**config.mk**
```make
export PLATFORM = sky130hd
export DESIGN_NAME = rmb_regs
export DESIGN_NICKNAME = d
export VERILOG_FILES = /design/src/rtl/rmb_pkg.sv /design/src/rtl/rmb_regs.sv /design/src/rtl/rmb_op_timer.sv
export SDC_FILE = /design/constraint.sdc
export NUM_CORES = 1
export LEC_CHECK = 0
export BUFFER_PORTS_ARGS = -buffer_cell sky130_fd_sc_hd__buf_4
export CAP_MARGIN = 0
export CORE_ASPECT_RATIO = 1.25
export CORE_MARGIN = 2
export CORE_UTILIZATION = 25
export CTS_CLUSTER_SIZE = 25
export DETAILED_ROUTE_END_ITERATION = 10
export GPL_TIMING_DRIVEN = 0
export SETUP_SLACK_MARGIN = 0.05
export SYNTH_ARGS = -nofsm -noshare
export SYNTH_HDL_FRONTEND = slang
export SYNTH_SLANG_ARGS = --single-unit
```
**constraint.sdc**
```tcl
create_clock -name clk_i -period 6 [get_ports clk_i]
set_input_delay 0.6 -clock clk_i [delete_from_list [all_inputs] [get_ports clk_i]]
set_output_delay 0.6 -clock clk_i [all_outputs]
set_load 0.05 [all_outputs]
```
**src/rtl/rmb_pkg.sv**
```systemverilog
// Package for the radio mode and baseband register bank
package rmb_pkg;

    // ========================================
    // Register offsets (byte address = 4 x index)
    localparam logic [7:0] IDX_SLEEP_WAKE   = 8'h35;
    localparam logic [7:0] IDX_MODE_CTRL    = 8'h36;
    localparam logic [7:0] IDX_SEC_SUITE    = 8'h37;
    localparam logic [7:0] IDX_RATE_SEL     = 8'h38;
    localparam logic [7:0] IDX_DEC_INVERT   = 8'h39;
    localparam logic [7:0] IDX_CHAN_CHECK   = 8'h3A;
    localparam logic [7:0] IDX_PREAMBLE_CFG = 8'h3B;
    localparam logic [7:0] IDX_CARRIER_CFG  = 8'h3C;
    localparam logic [7:0] IDX_RSSI_CTRL    = 8'h3E;

    // ========================================
    // Field positions
    localparam int SLEEP_REQ_BIT     = 7;
    localparam int MODE_RESET_BIT    = 2;
    localparam int MODE_TX_BIT       = 1;
    localparam int MODE_RX_BIT       = 0;
    localparam int DECRYPT_BIT       = 7;
    localparam int ENCRYPT_BIT       = 6;
    localparam int RATE_BIT          = 0;
    localparam int INVERT_BIT        = 2;
    localparam int RSSI_ONESHOT_BIT  = 7;
    localparam int RSSI_PACKET_BIT   = 6;
    localparam int RSSI_DONE_BIT     = 0;

    // ========================================
    // Reset values and recommended settings
    localparam logic [8:0] OSC_COUNT_RST   = 9'h000;
    localparam logic [8:0] OSC_COUNT_REC   = 9'h05F;
    localparam logic [2:0] SUITE_RST       = 3'h0;
    localparam logic [1:0] CCA_MODE_RST    = 2'h1;
    localparam logic [3:0] CCA_CS_RST      = 4'h2;
    localparam logic [3:0] CCA_CS_REC      = 4'hE;
    localparam logic [3:0] PRE_VALID_RST   = 4'hD;
    localparam logic [3:0] PRE_VALID_FAST  = 4'h3;
    localparam logic [2:0] PRE_DETECT_RST  = 3'h4;
    localparam logic [2:0] CARRIER_RST     = 3'h4;
    localparam logic [2:0] CARRIER_FAST    = 3'h2;
    localparam logic [2:0] PRE_COUNT_RST   = 3'h7;
    localparam logic [1:0] SLEEP_SRC_RST   = 2'h2;

    // ========================================
    // Timing
    localparam int CLK_HZ            = 50_000_000;
    localparam int RF_CAL_US         = 192;
    localparam int RF_CAL_CYCLES     = (RF_CAL_US * (CLK_HZ / 1_000_000));
    localparam int RSSI_CYCLES       = 16;
    localparam int CIPHER_CYCLES     = 32;

    // ========================================
    // Encodings
    typedef enum logic [2:0] {
        SUITE_NONE     = 3'h0,
        SUITE_CTR      = 3'h1,
        SUITE_CCM_128  = 3'h2,
        SUITE_CCM_64   = 3'h3,
        SUITE_CCM_32   = 3'h4,
        SUITE_MAC_128  = 3'h5,
        SUITE_MAC_64   = 3'h6,
        SUITE_MAC_32   = 3'h7
    } rmb_suite_e;

    typedef enum logic [1:0] {
        CCA_RESERVED   = 2'h0,
        CCA_CARRIER    = 2'h1,
        CCA_ENERGY     = 2'h2,
        CCA_BOTH       = 2'h3
    } rmb_cca_e;

    typedef enum logic [1:0] {
        TICK_INTERNAL  = 2'h2,
        TICK_CRYSTAL   = 2'h1
    } rmb_tick_e;

    // ========================================
    // Carriers
    typedef struct packed {
        logic [8:0] osc_startup_count;
        logic       radio_fsm_reset;
        logic       force_tx_state;
        logic       force_rx_state;
        logic [2:0] slot2_suite_sel;
        logic [2:0] slot1_suite_sel;
        logic       high_rate;
        logic       rx_symbol_invert;
        logic [1:0] channel_check_mode;
        logic [3:0] channel_check_cs_level;
        logic [3:0] preamble_valid_level;
        logic [2:0] preamble_detect_level;
        logic [2:0] carrier_level;
        logic [2:0] preamble_count_level;
        logic       rssi_per_packet;
    } rmb_cfg_s;

    typedef struct packed {
        logic       sleep_req;
        logic       decrypt_go;
        logic       encrypt_go;
        logic       rssi_go;
    } rmb_pulse_s;

endpackage

```
**src/rtl/rmb_regs.sv**
```systemverilog
// AHB-Lite register bank for radio mode and baseband control
// Function
// - Writing sleep request bit puts device asleep; bit clears itself.
// - Nine-bit start-up count: low seven in sleep register, top two in mode.
// - Oscillator start-up counts sleep ticks to the count; count resets zero.
// - Mode reset bit held high keeps radio state machine in reset.
// - Mode bit 1 forces transmit state, bit 0 forces receive state.
// - Decrypt trigger runs decryption on normal FIFO, self-clears when done.
// - Encrypt trigger runs encryption on normal FIFO, self-clears when done.
// - Slot-2 suite field encodes MAC, CCM, CTR or none; resets none.
// - Slot-1 suite field uses same encoding, resets to none.
// - Rate bit one selects 625 kbps, zero selects 250 kbps.
// - Invert bit flips sign of decoded receive symbols.
// - Two-bit channel check mode selects busy criterion, default carrier.
// - Four-bit carrier-sense level resets to 0010.
// - Preamble valid level resets to 1101; 0011 suits high rate.
// - Preamble detect level resets to 4.
// - Carrier level resets to 100; 010 suits high rate.
// - Preamble count level resets to 111.
// - One-shot RSSI starts one measurement; done flag low while measuring.
// - Per-packet RSSI bit enables RSSI storing for every packet.
// - Sleep tick source 10 internal, 01 crystal; sets count unit.
//
// Register access over AHB-Lite was left to the implementer.
`timescale 1ns/100ps
`default_nettype none

module rmb_regs (
    input  wire logic               clk_i,
    input  wire logic               reset_n_i,
    // AHB-Lite slave
    input  wire logic               hsel_i,
    input  wire logic [9:0]         haddr_i,
    input  wire logic [1:0]         htrans_i,
    input  wire logic               hwrite_i,
    input  wire logic [2:0]         hsize_i,
    input  wire logic [31:0]        hwdata_i,
    input  wire logic               hready_i,
    output logic [31:0]             hrdata_o,
    output logic                    hreadyout_o,
    output logic                    hresp_o,
    // Sleep side
    input  wire logic               sleep_tick_i,
    input  wire logic               wake_i,
    input  wire logic [1:0]         sleep_tick_source_i,
    output logic                    asleep_o,
    output logic                    osc_ready_o,
    // Radio, cipher and measurement side
    output rmb_pkg::rmb_cfg_s       cfg_o,
    output rmb_pkg::rmb_pulse_s     pulse_o,
    output logic                    radio_fsm_hold_o,
    output logic                    cipher_busy_o,
    output logic                    rssi_done_o,
    output logic                    tick_internal_o,
    output logic                    tick_crystal_o
);

    typedef enum logic [1:0] {
        PWR_AWAKE,
        PWR_SLEEP,
        PWR_WARMUP
    } rmb_pwr_e;

    typedef struct packed {
        rmb_pkg::rmb_cfg_s   cfg;
        rmb_pkg::rmb_pulse_s pulse;
        rmb_pwr_e            pwr;
        logic [8:0]          wake_count;
        logic [2:0]          tick_sync;
        logic [2:0]          wake_sync;
        logic                decrypt_pend;
        logic                encrypt_pend;
        logic                wr_pend;
        logic [7:0]          wr_idx;
        logic [31:0]         rdata;
        logic                osc_ready;
    } rmb_state_s;

    rmb_state_s st_r;
    rmb_state_s st_nxt;

    logic        cipher_busy;
    logic        cipher_done;
    logic        rssi_busy;
    logic        addr_phase;
    logic [7:0]  addr_idx;
    logic [7:0]  wd;
    logic [31:0] rd_word;
    logic        tick_rise;

    // ========================================
    // Operation timers
    rmb_op_timer #(
        .CYCLES (rmb_pkg::CIPHER_CYCLES)
    ) u_cipher_timer (
        .clk_i     (clk_i),
        .reset_n_i (reset_n_i),
        .start_i   (st_r.pulse.decrypt_go | st_r.pulse.encrypt_go),
        .busy_o    (cipher_busy),
        .done_o    (cipher_done)
    );

    rmb_op_timer #(
        .CYCLES (rmb_pkg::RSSI_CYCLES)
    ) u_rssi_timer (
        .clk_i     (clk_i),
        .reset_n_i (reset_n_i),
        .start_i   (st_r.pulse.rssi_go),
        .busy_o    (rssi_busy),
        .done_o    ()
    );

    // ========================================
    // Bus decode
    assign addr_phase = hsel_i & hready_i & htrans_i[1];
    assign addr_idx   = haddr_i[9:2];
    assign wd         = hwdata_i[7:0];
    // Edge of the synchronised tick, never the first stage
    assign tick_rise  = st_r.tick_sync[1] & ~st_r.tick_sync[2];

    always_comb begin
        rd_word = 32'h0000_0000;
        if (addr_idx == rmb_pkg::IDX_SLEEP_WAKE) begin
            // Trigger bit reads zero, it only lives for one cycle
            rd_word[6:0] = st_r.cfg.osc_startup_count[6:0];
        end else if (addr_idx == rmb_pkg::IDX_MODE_CTRL) begin
            rd_word[4:3] = st_r.cfg.osc_startup_count[8:7];
            rd_word[2]   = st_r.cfg.radio_fsm_reset;
            rd_word[1]   = st_r.cfg.force_tx_state;
            rd_word[0]   = st_r.cfg.force_rx_state;
        end else if (addr_idx == rmb_pkg::IDX_SEC_SUITE) begin
            rd_word[7]   = st_r.decrypt_pend;
            rd_word[6]   = st_r.encrypt_pend;
            rd_word[5:3] = st_r.cfg.slot2_suite_sel;
            rd_word[2:0] = st_r.cfg.slot1_suite_sel;
        end else if (addr_idx == rmb_pkg::IDX_RATE_SEL) begin
            rd_word[0]   = st_r.cfg.high_rate;
        end else if (addr_idx == rmb_pkg::IDX_DEC_INVERT) begin
            rd_word[2]   = st_r.cfg.rx_symbol_invert;
        end else if (addr_idx == rmb_pkg::IDX_CHAN_CHECK) begin
            rd_word[7:6] = st_r.cfg.channel_check_mode;
            rd_word[5:2] = st_r.cfg.channel_check_cs_level;
        end else if (addr_idx == rmb_pkg::IDX_PREAMBLE_CFG) begin
            rd_word[7:4] = st_r.cfg.preamble_valid_level;
            rd_word[3:1] = st_r.cfg.preamble_detect_level;
        end else if (addr_idx == rmb_pkg::IDX_CARRIER_CFG) begin
            rd_word[7:5] = st_r.cfg.carrier_level;
            rd_word[4:2] = st_r.cfg.preamble_count_level;
        end else if (addr_idx == rmb_pkg::IDX_RSSI_CTRL) begin
            rd_word[6]   = st_r.cfg.rssi_per_packet;
            rd_word[0]   = ~(rssi_busy | st_r.pulse.rssi_go);
        end
    end

    // ========================================
    // Next state
    always_comb begin
        st_nxt       = st_r;
        st_nxt.pulse = '0;
        st_nxt.tick_sync = {st_r.tick_sync[1:0], sleep_tick_i};
        st_nxt.wake_sync = {st_r.wake_sync[1:0], wake_i};

        // Finishing clears the pending trigger bits
        if (cipher_done) begin
            st_nxt.decrypt_pend = 1'b0;
            st_nxt.encrypt_pend = 1'b0;
        end

        // Bus write lands in the data phase
        if (st_r.wr_pend) begin
            if (st_r.wr_idx == rmb_pkg::IDX_SLEEP_WAKE) begin
                st_nxt.cfg.osc_startup_count[6:0] = wd[6:0];
                st_nxt.pulse.sleep_req = wd[rmb_pkg::SLEEP_REQ_BIT];
            end else if (st_r.wr_idx == rmb_pkg::IDX_MODE_CTRL) begin
                st_nxt.cfg.osc_startup_count[8:7] = wd[4:3];
                st_nxt.cfg.radio_fsm_reset = wd[rmb_pkg::MODE_RESET_BIT];
                st_nxt.cfg.force_tx_state  = wd[rmb_pkg::MODE_TX_BIT];
                st_nxt.cfg.force_rx_state  = wd[rmb_pkg::MODE_RX_BIT];
            end else if (st_r.wr_idx == rmb_pkg::IDX_SEC_SUITE) begin
                st_nxt.cfg.slot2_suite_sel = wd[5:3];
                st_nxt.cfg.slot1_suite_sel = wd[2:0];
                // A second trigger while busy is dropped
                if (!cipher_busy && !st_r.decrypt_pend
                        && !st_r.encrypt_pend) begin
                    // Decrypt wins when both are set together
                    if (wd[rmb_pkg::DECRYPT_BIT]) begin
                        st_nxt.decrypt_pend     = 1'b1;
                        st_nxt.pulse.decrypt_go = 1'b1;
                    end else if (wd[rmb_pkg::ENCRYPT_BIT]) begin
                        st_nxt.encrypt_pend     = 1'b1;
                        st_nxt.pulse.encrypt_go = 1'b1;
                    end
                end
            end else if (st_r.wr_idx == rmb_pkg::IDX_RATE_SEL) begin
                st_nxt.cfg.high_rate = wd[rmb_pkg::RATE_BIT];
            end else if (st_r.wr_idx == rmb_pkg::IDX_DEC_INVERT) begin
                st_nxt.cfg.rx_symbol_invert = wd[rmb_pkg::INVERT_BIT];
            end else if (st_r.wr_idx == rmb_pkg::IDX_CHAN_CHECK) begin
                st_nxt.cfg.channel_check_mode     = wd[7:6];
                st_nxt.cfg.channel_check_cs_level = wd[5:2];
            end else if (st_r.wr_idx == rmb_pkg::IDX_PREAMBLE_CFG) begin
                st_nxt.cfg.preamble_valid_level  = wd[7:4];
                st_nxt.cfg.preamble_detect_level = wd[3:1];
            end else if (st_r.wr_idx == rmb_pkg::IDX_CARRIER_CFG) begin
                st_nxt.cfg.carrier_level        = wd[7:5];
                st_nxt.cfg.preamble_count_level = wd[4:2];
            end else if (st_r.wr_idx == rmb_pkg::IDX_RSSI_CTRL) begin
                st_nxt.cfg.rssi_per_packet =
                    wd[rmb_pkg::RSSI_PACKET_BIT];
                st_nxt.pulse.rssi_go = wd[rmb_pkg::RSSI_ONESHOT_BIT]
                    & ~rssi_busy;
            end
        end

        st_nxt.wr_pend = addr_phase & hwrite_i;
        st_nxt.wr_idx  = addr_idx;
        if (addr_phase && !hwrite_i) begin
            st_nxt.rdata = rd_word;
        end

        // Power sequence
        case (st_r.pwr)
            PWR_AWAKE: begin
                if (st_r.pulse.sleep_req) begin
                    st_nxt.pwr       = PWR_SLEEP;
                    st_nxt.osc_ready = 1'b0;
                end
            end
            PWR_SLEEP: begin
                if (st_r.wake_sync[2]) begin
                    st_nxt.pwr        = PWR_WARMUP;
                    st_nxt.wake_count = 9'h000;
                end
            end
            PWR_WARMUP: begin
                // Count sleep ticks up to the start-up count
                if (st_r.wake_count >= st_r.cfg.osc_startup_count) begin
                    st_nxt.pwr       = PWR_AWAKE;
                    st_nxt.osc_ready = 1'b1;
                end else if (tick_rise) begin
                    st_nxt.wake_count = st_r.wake_count + 9'h001;
                end
            end
            default: begin
                st_nxt.pwr = PWR_AWAKE;
            end
        endcase
    end

    // ========================================
    // State register
    always_ff @(posedge clk_i) begin
        if (!reset_n_i) begin
            st_r <= '0;
            st_r.cfg.osc_startup_count     <= rmb_pkg::OSC_COUNT_RST;
            st_r.cfg.slot2_suite_sel       <= rmb_pkg::SUITE_RST;
            st_r.cfg.slot1_suite_sel       <= rmb_pkg::SUITE_RST;
            st_r.cfg.channel_check_mode    <= rmb_pkg::CCA_MODE_RST;
            st_r.cfg.channel_check_cs_level <= rmb_pkg::CCA_CS_RST;
            st_r.cfg.preamble_valid_level  <= rmb_pkg::PRE_VALID_RST;
            st_r.cfg.preamble_detect_level <= rmb_pkg::PRE_DETECT_RST;
            st_r.cfg.carrier_level         <= rmb_pkg::CARRIER_RST;
            st_r.cfg.preamble_count_level  <= rmb_pkg::PRE_COUNT_RST;
            st_r.pwr                       <= PWR_AWAKE;
            st_r.osc_ready                 <= 1'b1;
        end else begin
            st_r <= st_nxt;
        end
    end

    // ========================================
    // Outputs
    assign hrdata_o         = st_r.rdata;
    assign hreadyout_o      = 1'b1;
    assign hresp_o          = 1'b0;
    assign cfg_o            = st_r.cfg;
    assign pulse_o          = st_r.pulse;
    assign asleep_o         = (st_r.pwr != PWR_AWAKE);
    assign osc_ready_o      = st_r.osc_ready;
    // Level follows the reset bit
    assign radio_fsm_hold_o = st_r.cfg.radio_fsm_reset;
    assign cipher_busy_o    = cipher_busy;
    assign rssi_done_o      = ~(rssi_busy | st_r.pulse.rssi_go);
    // Source select only decodes the two legal codes
    assign tick_internal_o  = (sleep_tick_source_i
        == rmb_pkg::TICK_INTERNAL);
    assign tick_crystal_o   = (sleep_tick_source_i
        == rmb_pkg::TICK_CRYSTAL);

endmodule

`default_nettype wire

```
**src/rtl/rmb_op_timer.sv**
```systemverilog
// One-shot busy timer for a self-clearing operation trigger
`timescale 1ns/100ps
`default_nettype none

module rmb_op_timer #(
    parameter int CYCLES = 16
) (
    input  wire logic clk_i,
    input  wire logic reset_n_i,
    input  wire logic start_i,
    output logic      busy_o,
    output logic      done_o
);

    typedef struct packed {
        logic [15:0] count;
        logic        busy;
        logic        done;
    } rmb_tmr_s;

    localparam logic [15:0] LAST = 16'(CYCLES - 1);

    rmb_tmr_s st_r;
    rmb_tmr_s st_nxt;

    always_comb begin
        st_nxt      = st_r;
        st_nxt.done = 1'b0;
        if (st_r.busy) begin
            if (st_r.count == LAST) begin
                st_nxt.busy  = 1'b0;
                st_nxt.done  = 1'b1;
                st_nxt.count = 16'h0000;
            end else begin
                st_nxt.count = st_r.count + 16'h0001;
            end
        end else if (start_i) begin
            st_nxt.busy  = 1'b1;
            st_nxt.count = 16'h0000;
        end
    end

    always_ff @(posedge clk_i) begin
        if (!reset_n_i) begin
            st_r <= '0;
        end else begin
            st_r <= st_nxt;
        end
    end

    assign busy_o = st_r.busy;
    assign done_o = st_r.done;

endmodule

`default_nettype wire

```
Word-level counts from Yosys, hierarchy flattened:

Index checks and enable logic that the tools add are counted.

* register bits: 116
* input bits: 56
* output and inout bits: 85
* logic and storage cells: 170

* $add $sub $neg: 3
* order comparisons: 1
* eq/ne operators: 29
* muxes and demuxes: 50
* bitwise gates (word level): 22
* reductions and logical operators: 30

Operators by type and width (count)
* 8-bit by 6-bit == test with 1-bit output, second input constant: 18
* 17-bit 2-to-1 mux: 4
* 16-bit by 1-bit adder with 16-bit output, second input constant: 2
* 16-bit 2-to-1 mux: 2
* 2-bit 2-to-1 mux: 12
* 9-bit 2-to-1 mux: 2
* 9-bit case mux with 2 select lines: 1
* 1-bit 2-to-1 mux: 17
* 16-bit by 4-bit == test with 1-bit output, second input constant: 1
* 16-bit by 5-bit == test with 1-bit output, second input constant: 1
* 1-bit NOT: 15
* 7-bit 2-to-1 mux: 2
* 6-bit 2-to-1 mux: 2
* 3-bit AND reduction: 4
* 11-bit 2-to-1 mux: 1
* 11-bit OR reduction: 1
* 5-bit 2-to-1 mux: 2
* 2-bit != test, second input constant: 5
* 10-bit AND reduction: 1
* 2-bit nonzero test: 5
* 9-bit by 1-bit adder with 9-bit output, second input constant: 1
* 9-bit greater-or-equal comparator: 1
* 9-bit AND reduction: 1
* 8-bit 2-to-1 mux: 1
* 19 further kinds: 33

Longest topological paths before layout:

* word-level depth: 11
* gate-level depth with buffers: 8

Hierarchy:

From an unflattened synthesis, not the netlist that was laid out.

* cell total of the unflattened synthesis: 716
* area, all modules: 6087.1 sq um

By module, submodules not included
* rmb_regs: instances 1, cells an instance 496, area each 4215.3 sq um, sequential area each 1621.6 sq um
* rmb_op_timer (u_cipher_timer): instances 1, cells an instance 109, area each 942.2 sq um, sequential area each 360.3 sq um
* rmb_op_timer (u_rssi_timer): instances 1, cells an instance 111, area each 929.6 sq um, sequential area each 360.3 sq um

Least setup slack after synthesis:

No wires, ideal clock.

* kind: register -> register
* start: register u_rssi_timer.st_r (netlist bit u_rssi_timer.busy_o)
* end: register st_r (netlist bit hrdata_o[0])
* setup time: 0.070 ns
* arrival time: 1.945 ns
* data required time: 5.930 ns
* setup slack: 3.985 ns
* cell stages (with the launch flop): 6
* path buffers: 1
* period minus slack after synthesis: 2.015 ns
* path through: dfxtp_1 -> clkbuf_1 -> nor2_1 -> a41oi_1 -> o32a_1 -> a21oi_1

* cells in the longest elaborated chain, start to end: 11

RTL lines
* start: declaration: RTL line rmb_op_timer.sv:23 `rmb_tmr_s st_r;`
* start signal: assignment: RTL line rmb_op_timer.sv:47 `st_r <= st_nxt;`
* 1-bit bitwise OR
* 1-bit NOT
* via rssi_done_o: RTL line rmb_regs.sv:53 `output logic rssi_done_o,`
* 1-bit 2-to-1 mux: RTL line rmb_regs.sv:149 `end else if (addr_idx == rmb_pkg::IDX_RSSI_CTRL) begin`
* 1-bit 2-to-1 mux: RTL line rmb_regs.sv:146 `end else if (addr_idx == rmb_pkg::IDX_CARRIER_CFG) begin`
* 1-bit 2-to-1 mux: RTL line rmb_regs.sv:143 `end else if (addr_idx == rmb_pkg::IDX_PREAMBLE_CFG) begin`
* 2-bit 2-to-1 mux: RTL line rmb_regs.sv:140 `end else if (addr_idx == rmb_pkg::IDX_CHAN_CHECK) begin`
* 2-bit 2-to-1 mux: RTL line rmb_regs.sv:138 `end else if (addr_idx == rmb_pkg::IDX_DEC_INVERT) begin`
* 1-bit 2-to-1 mux: RTL line rmb_regs.sv:136 `end else if (addr_idx == rmb_pkg::IDX_RATE_SEL) begin`
* 8-bit 2-to-1 mux: RTL line rmb_regs.sv:131 `end else if (addr_idx == rmb_pkg::IDX_SEC_SUITE) begin`
* 5-bit 2-to-1 mux: RTL line rmb_regs.sv:126 `end else if (addr_idx == rmb_pkg::IDX_MODE_CTRL) begin`
* 7-bit 2-to-1 mux: RTL line rmb_regs.sv:123 `if (addr_idx == rmb_pkg::IDX_SLEEP_WAKE) begin`
* end signal: assignment: RTL line rmb_regs.sv:267 `st_r <= st_nxt;`
* end: declaration: RTL line rmb_regs.sv:79 `rmb_state_s st_r;`

The timed path passes the listed nets, and every way through them passes these cells.
A chain may end at the register's enable or synchronous reset.

Worst setup path in the final report:

* start: register u_rssi_timer.st_r (netlist bit u_rssi_timer.busy_o)
* end: output port rssi_done_o

* cells in the longest elaborated chain, start to end: 2

RTL lines
* 1-bit bitwise OR: RTL line rmb_regs.sv:283 `assign rssi_done_o = ~(rssi_busy | st_r.pulse.rssi_go);`
* 1-bit NOT: RTL line rmb_regs.sv:283
* end: declaration: RTL line rmb_regs.sv:53

Every way passes these cells.

==> out/qor.tcl <==
set qor(result_of_the_run) {completed}
set qor(cts_hold_buf) 0
set qor(initial_antenna_violation_count) 0
set qor(synth_top_cell_area_share_pct) 37.31
set qor(hold_ws_ns) 0.3932
set qor(static-leakage-power_uw) 0.003170
set qor(postSynthAreaPerCell_um2) 8.718
set qor(finish.net_count) 907
set qor(wire_length_of_the_first_global_routing_pass_um) 27560
set qor(gp_congestion) 0.8858
set qor(met2_capacity_usage_during_global_routing_pct) 23.10
set qor(synth_edf_count) 0
set qor(crit_path_cell_trace) {clkbuf_1, nor2_1, buf_4}
set qor(ys_seq_elements) 116
set qor(aggregate_routed_wire_length_um) 17210
set qor(clock_slew_seen_by_the_registers_of_the_worst_setup_and_hold_paths_ns) 0.05
set qor(worstHoldPathType) {primary input to flip-flop}
set qor(design.portCount) 141
set qor(timing.critical_path.fanout_max) 9
set qor(place.detailed.hpwl_um) 13120
set qor(worst_ep_arrival_time_ns) 1.80
set qor(routing_layer_with_the_top_usage_in_global_route) {met2}
set qor(critical_path_class) {flip-flop to output port}
set qor(clk_latency_ns) 0.41
set qor(post_drt_via_cell_ratio) 4.556
set qor(globalRoute.totalOverflow) 0
set qor(critical_path_endpoint_category) {output port}
set qor(seq_power_share_pct) 40.8
set qor(die_y_um) 180.4
set qor(yosysUniqueCellTypes) 63
set qor(max_clock_freq_mhz) 416.9
set qor(numCtsBuffers) 17
set qor(track_usage_pct) 13.21
set qor(ys_warn_count) 0
set qor(r2r-start) {cfg_o[39]}
set qor(cp.required_ns) 5.40
set qor(num_vias) 5381
set qor(fill_cells) 2631
set qor(area_growth_pct) 27.40
set qor(detailedRoute.firstIterationViolations) 294
set qor(p_int_uw) 1470
set qor(total_power_divided_by_cell_area_nw_per_um2) 241.3
set qor(clock_skew_ns) 0.006576
set qor(maxSlewHeadroom_pct) 28.25
set qor(detail_route.first_pass.iterations) 5
set qor(netlist.top_cell.by_area) {sky130_fd_sc_hd__dfxtp_1}
set qor(place.port_buffers) 82
set qor(drc) 0
set qor(groute.layer.met3.usage_pct) 2.354
set qor(grt_util_met1_pct) 15.54
set qor(power.switching_fraction_pct) 23.20
set qor(postSynthCellCount) 714
set qor(ctsHtreeMaxLevel) 4
set qor(antennaDiodeCount) 0
set qor(cp_slowest_cell) {sky130_fd_sc_hd__nor2_1}
set qor(drive_above_1_share_pct) 24.91
set qor(most_instantiated_flip_flop_cell_in_the_synthesis_netlist) {sky130_fd_sc_hd__dfxtp_1}
set qor(clk_path_buf_depth) 2
set qor(combinationalPowerShare_pct) 7.0
set qor(clk_root_buffer_cell) {sky130_fd_sc_hd__clkbuf_16}
set qor(finalSetupViolations) 0
set qor(clock_power_share_pct) 52.2
set qor(vdd_ir_drop_max_v) 0.0001368
set qor(grt_start_max_net_pins) 17
set qor(worstMarginPinSlew_ns) 1.068
set qor(wl_per_cell_um) 14.57
set qor(tritoncts_clock_tree) {done}
set qor(netlist_top_cells_area) {sky130_fd_sc_hd__dfxtp_1 (37%), sky130_fd_sc_hd__buf_4 (9.4%), sky130_fd_sc_hd__mux2i_1 (8.2%), sky130_fd_sc_hd__nor2b_1 (4.6%), sky130_fd_sc_hd__nand2_1 (3.4%)}
set qor(core.rowCount) 64
set qor(via_count_of_the_first_global_routing_pass) 5232
set qor(rsz0062_at_grt) {no}
set qor(setup-tns-final_ns) 0
set qor(timing_hold_violations_final) 0
set qor(max_cap_violations) 0
set qor(cts_post_setup_buffers_inserted) 0
set qor(numClockSinks) 116
set qor(min_period_over_period_pct) 39.98
set qor(cts_resized) 0
set qor(crit_path_max_incr_delay_ns) 0.57
set qor(hold_start) {haddr_i[8]}
set qor(synth.cell_area_um2) 6225
set qor(initial_utilization_pct) 25.40
set qor(fin_crit_ns) 2.399
set qor(maxSlewViolCount) 0
set qor(drt.antenna.violating_nets) 0
set qor(floorplan.core_area_um2) 24500
set qor(die_area_um2) 26190
set qor(netSwitchingPower_uw) 444.0
set qor(die_x_um) 145.1
set qor(critPathLaunchType) {flip-flop}
set qor(synth-async-reset-ratio_pct) 0
set qor(start_point_of_the_critical_path) {u_rssi_timer.busy_o}
set qor(synth.yosys.seq_area_share_pct) 37.31
critical path, delay by kind of cell, from the launching register on:
family / cells / cell delay [ns]
buffers and inverters: 2 / 0.52
AND/OR/NAND/NOR: 1 / 0.57
flip-flops: 1 / 0.29
through the flow:
stage / cells / power, uW / setup WS (ns) / utilization [%] / cell area [um^2]
6_report: 1181 / 1914 / 3.601 / 32.36 / 7930
5_1_grt: 1181 / 1978 / 3.494 / 32.36 / 7930
4_1_cts: 1181 / 1930 / 3.610 / 32.36 / 7930
3_5_place_dp: 1150 / 929.8 / 3.203 / 29.97 / 7343
3_3_place_gp: 1150 / 929.2 / 3.215 / 29.97 / 7343
2_1_floorplan: 738 / 889.9 / 3.985 / - / 6315
final timing paths:
path	slack [ns]	end	cells after the start
setup / recovery	3.60	rssi_done_o	3
hold / removal	0.39	st_r[39]	2
setup reg to reg	3.68	st_r[51]	6
hold reg to reg	0.43	st_nxt[49]	1
area by class of cell:
class | instances | area [um^2] | area share [%]
Buffer | 108 | 708.2 | 8.930
Clock buffer | 22 | 484.2 | 6.106
Clock inverter | 9 | 102.6 | 1.294
Inverter | 21 | 78.83 | 0.9940
Multi-Input combinational cell | 493 | 3206 | 40.42
Sequential cell | 116 | 2322 | 29.28
Tap cell | 330 | 412.9 | 5.207
Timing Repair Buffer | 82 | 615.6 | 7.763
synthesized netlist by cell type, types with 8 or more instances:
cell type and number:
sky130_fd_sc_hd__a21o_1 9, sky130_fd_sc_hd__a21oi_1 29, sky130_fd_sc_hd__a22oi_1 8, sky130_fd_sc_hd__a31oi_1 16, sky130_fd_sc_hd__and2_1 24, sky130_fd_sc_hd__and3_1 9
sky130_fd_sc_hd__buf_4 78, sky130_fd_sc_hd__clkbuf_1 26, sky130_fd_sc_hd__dfxtp_1 116, sky130_fd_sc_hd__ha_1 12, sky130_fd_sc_hd__inv_1 21, sky130_fd_sc_hd__mux2i_1 51
sky130_fd_sc_hd__nand2_1 56, sky130_fd_sc_hd__nand2b_1 12, sky130_fd_sc_hd__nand3_1 26, sky130_fd_sc_hd__nand4_1 12, sky130_fd_sc_hd__nor2_1 20, sky130_fd_sc_hd__nor2b_1 46
sky130_fd_sc_hd__nor3_1 11, sky130_fd_sc_hd__nor3b_1 8, sky130_fd_sc_hd__o21ai_0 30, sky130_fd_sc_hd__or3_1 10
flip-flops by register name (all words and copies together) (netlist names), 4 cells and up:
signal	count
st_nxt	4
pulse_o	4
u_cipher_timer.st_r	16
hrdata_o	8
st_r	24
u_rssi_timer.st_r	16
cfg_o	39
logic make-up after synthesis:
logic type / count (synthesis) / share of synthesized area [%]
AO/OA/AOI/OAI: 130 / 13.79
buffers and inverters: 129 / 12.64
other: 2 / 0.1206
AND/OR/NAND/NOR: 263 / 23.78
adder cells (fa/ha/maj): 12 / 2.412
multiplexers: 56 / 9.105
flip-flops: 116 / 37.31
XOR/XNOR: 6 / 0.8442
power groups by stage:
stage,Combinational [uW],Sequential (uW),Clock (uW)
after floorplan,94.6,795,0
after detailed placement,133,797,0
final,133,781,1000
after global routing,142,781,1050
after CTS,133,781,1020
after global placement,132,797,0
cell usage in the layout (no fill, tap or decap), drive strengths merged, types with 5 or more instances in the layout:
cell type  netlist  layout
buf             82     164
dfxtp          116     116
nand2           56      56
mux2i           51      51
clkbuf          26      48
nor2b           46      46
o21ai           33      33
a21oi           29      29
nand3           26      26
conb             2      26
and2            24      24
inv             21      21
nor2            21      21
a31oi           16      16
nand4           12      12
nand2b          12      12
ha              12      12
nor3            12      12
or3             10      10
and3             9       9
a21o             9       9
nor3b            8       8
a22oi            8       8
nor4             8       8
mux2             5       5
xor2             5       5
per-layer routing:
layer | vias to the layer above | part of all wire [%]
li1 | 2671 | -
met1 | 2523 | 43
met2 | 149 | 49
met3 | 38 | 4.2
met4 | 0 | 3.6
met5 | - | 0
(Power assumes the default switching activity.)
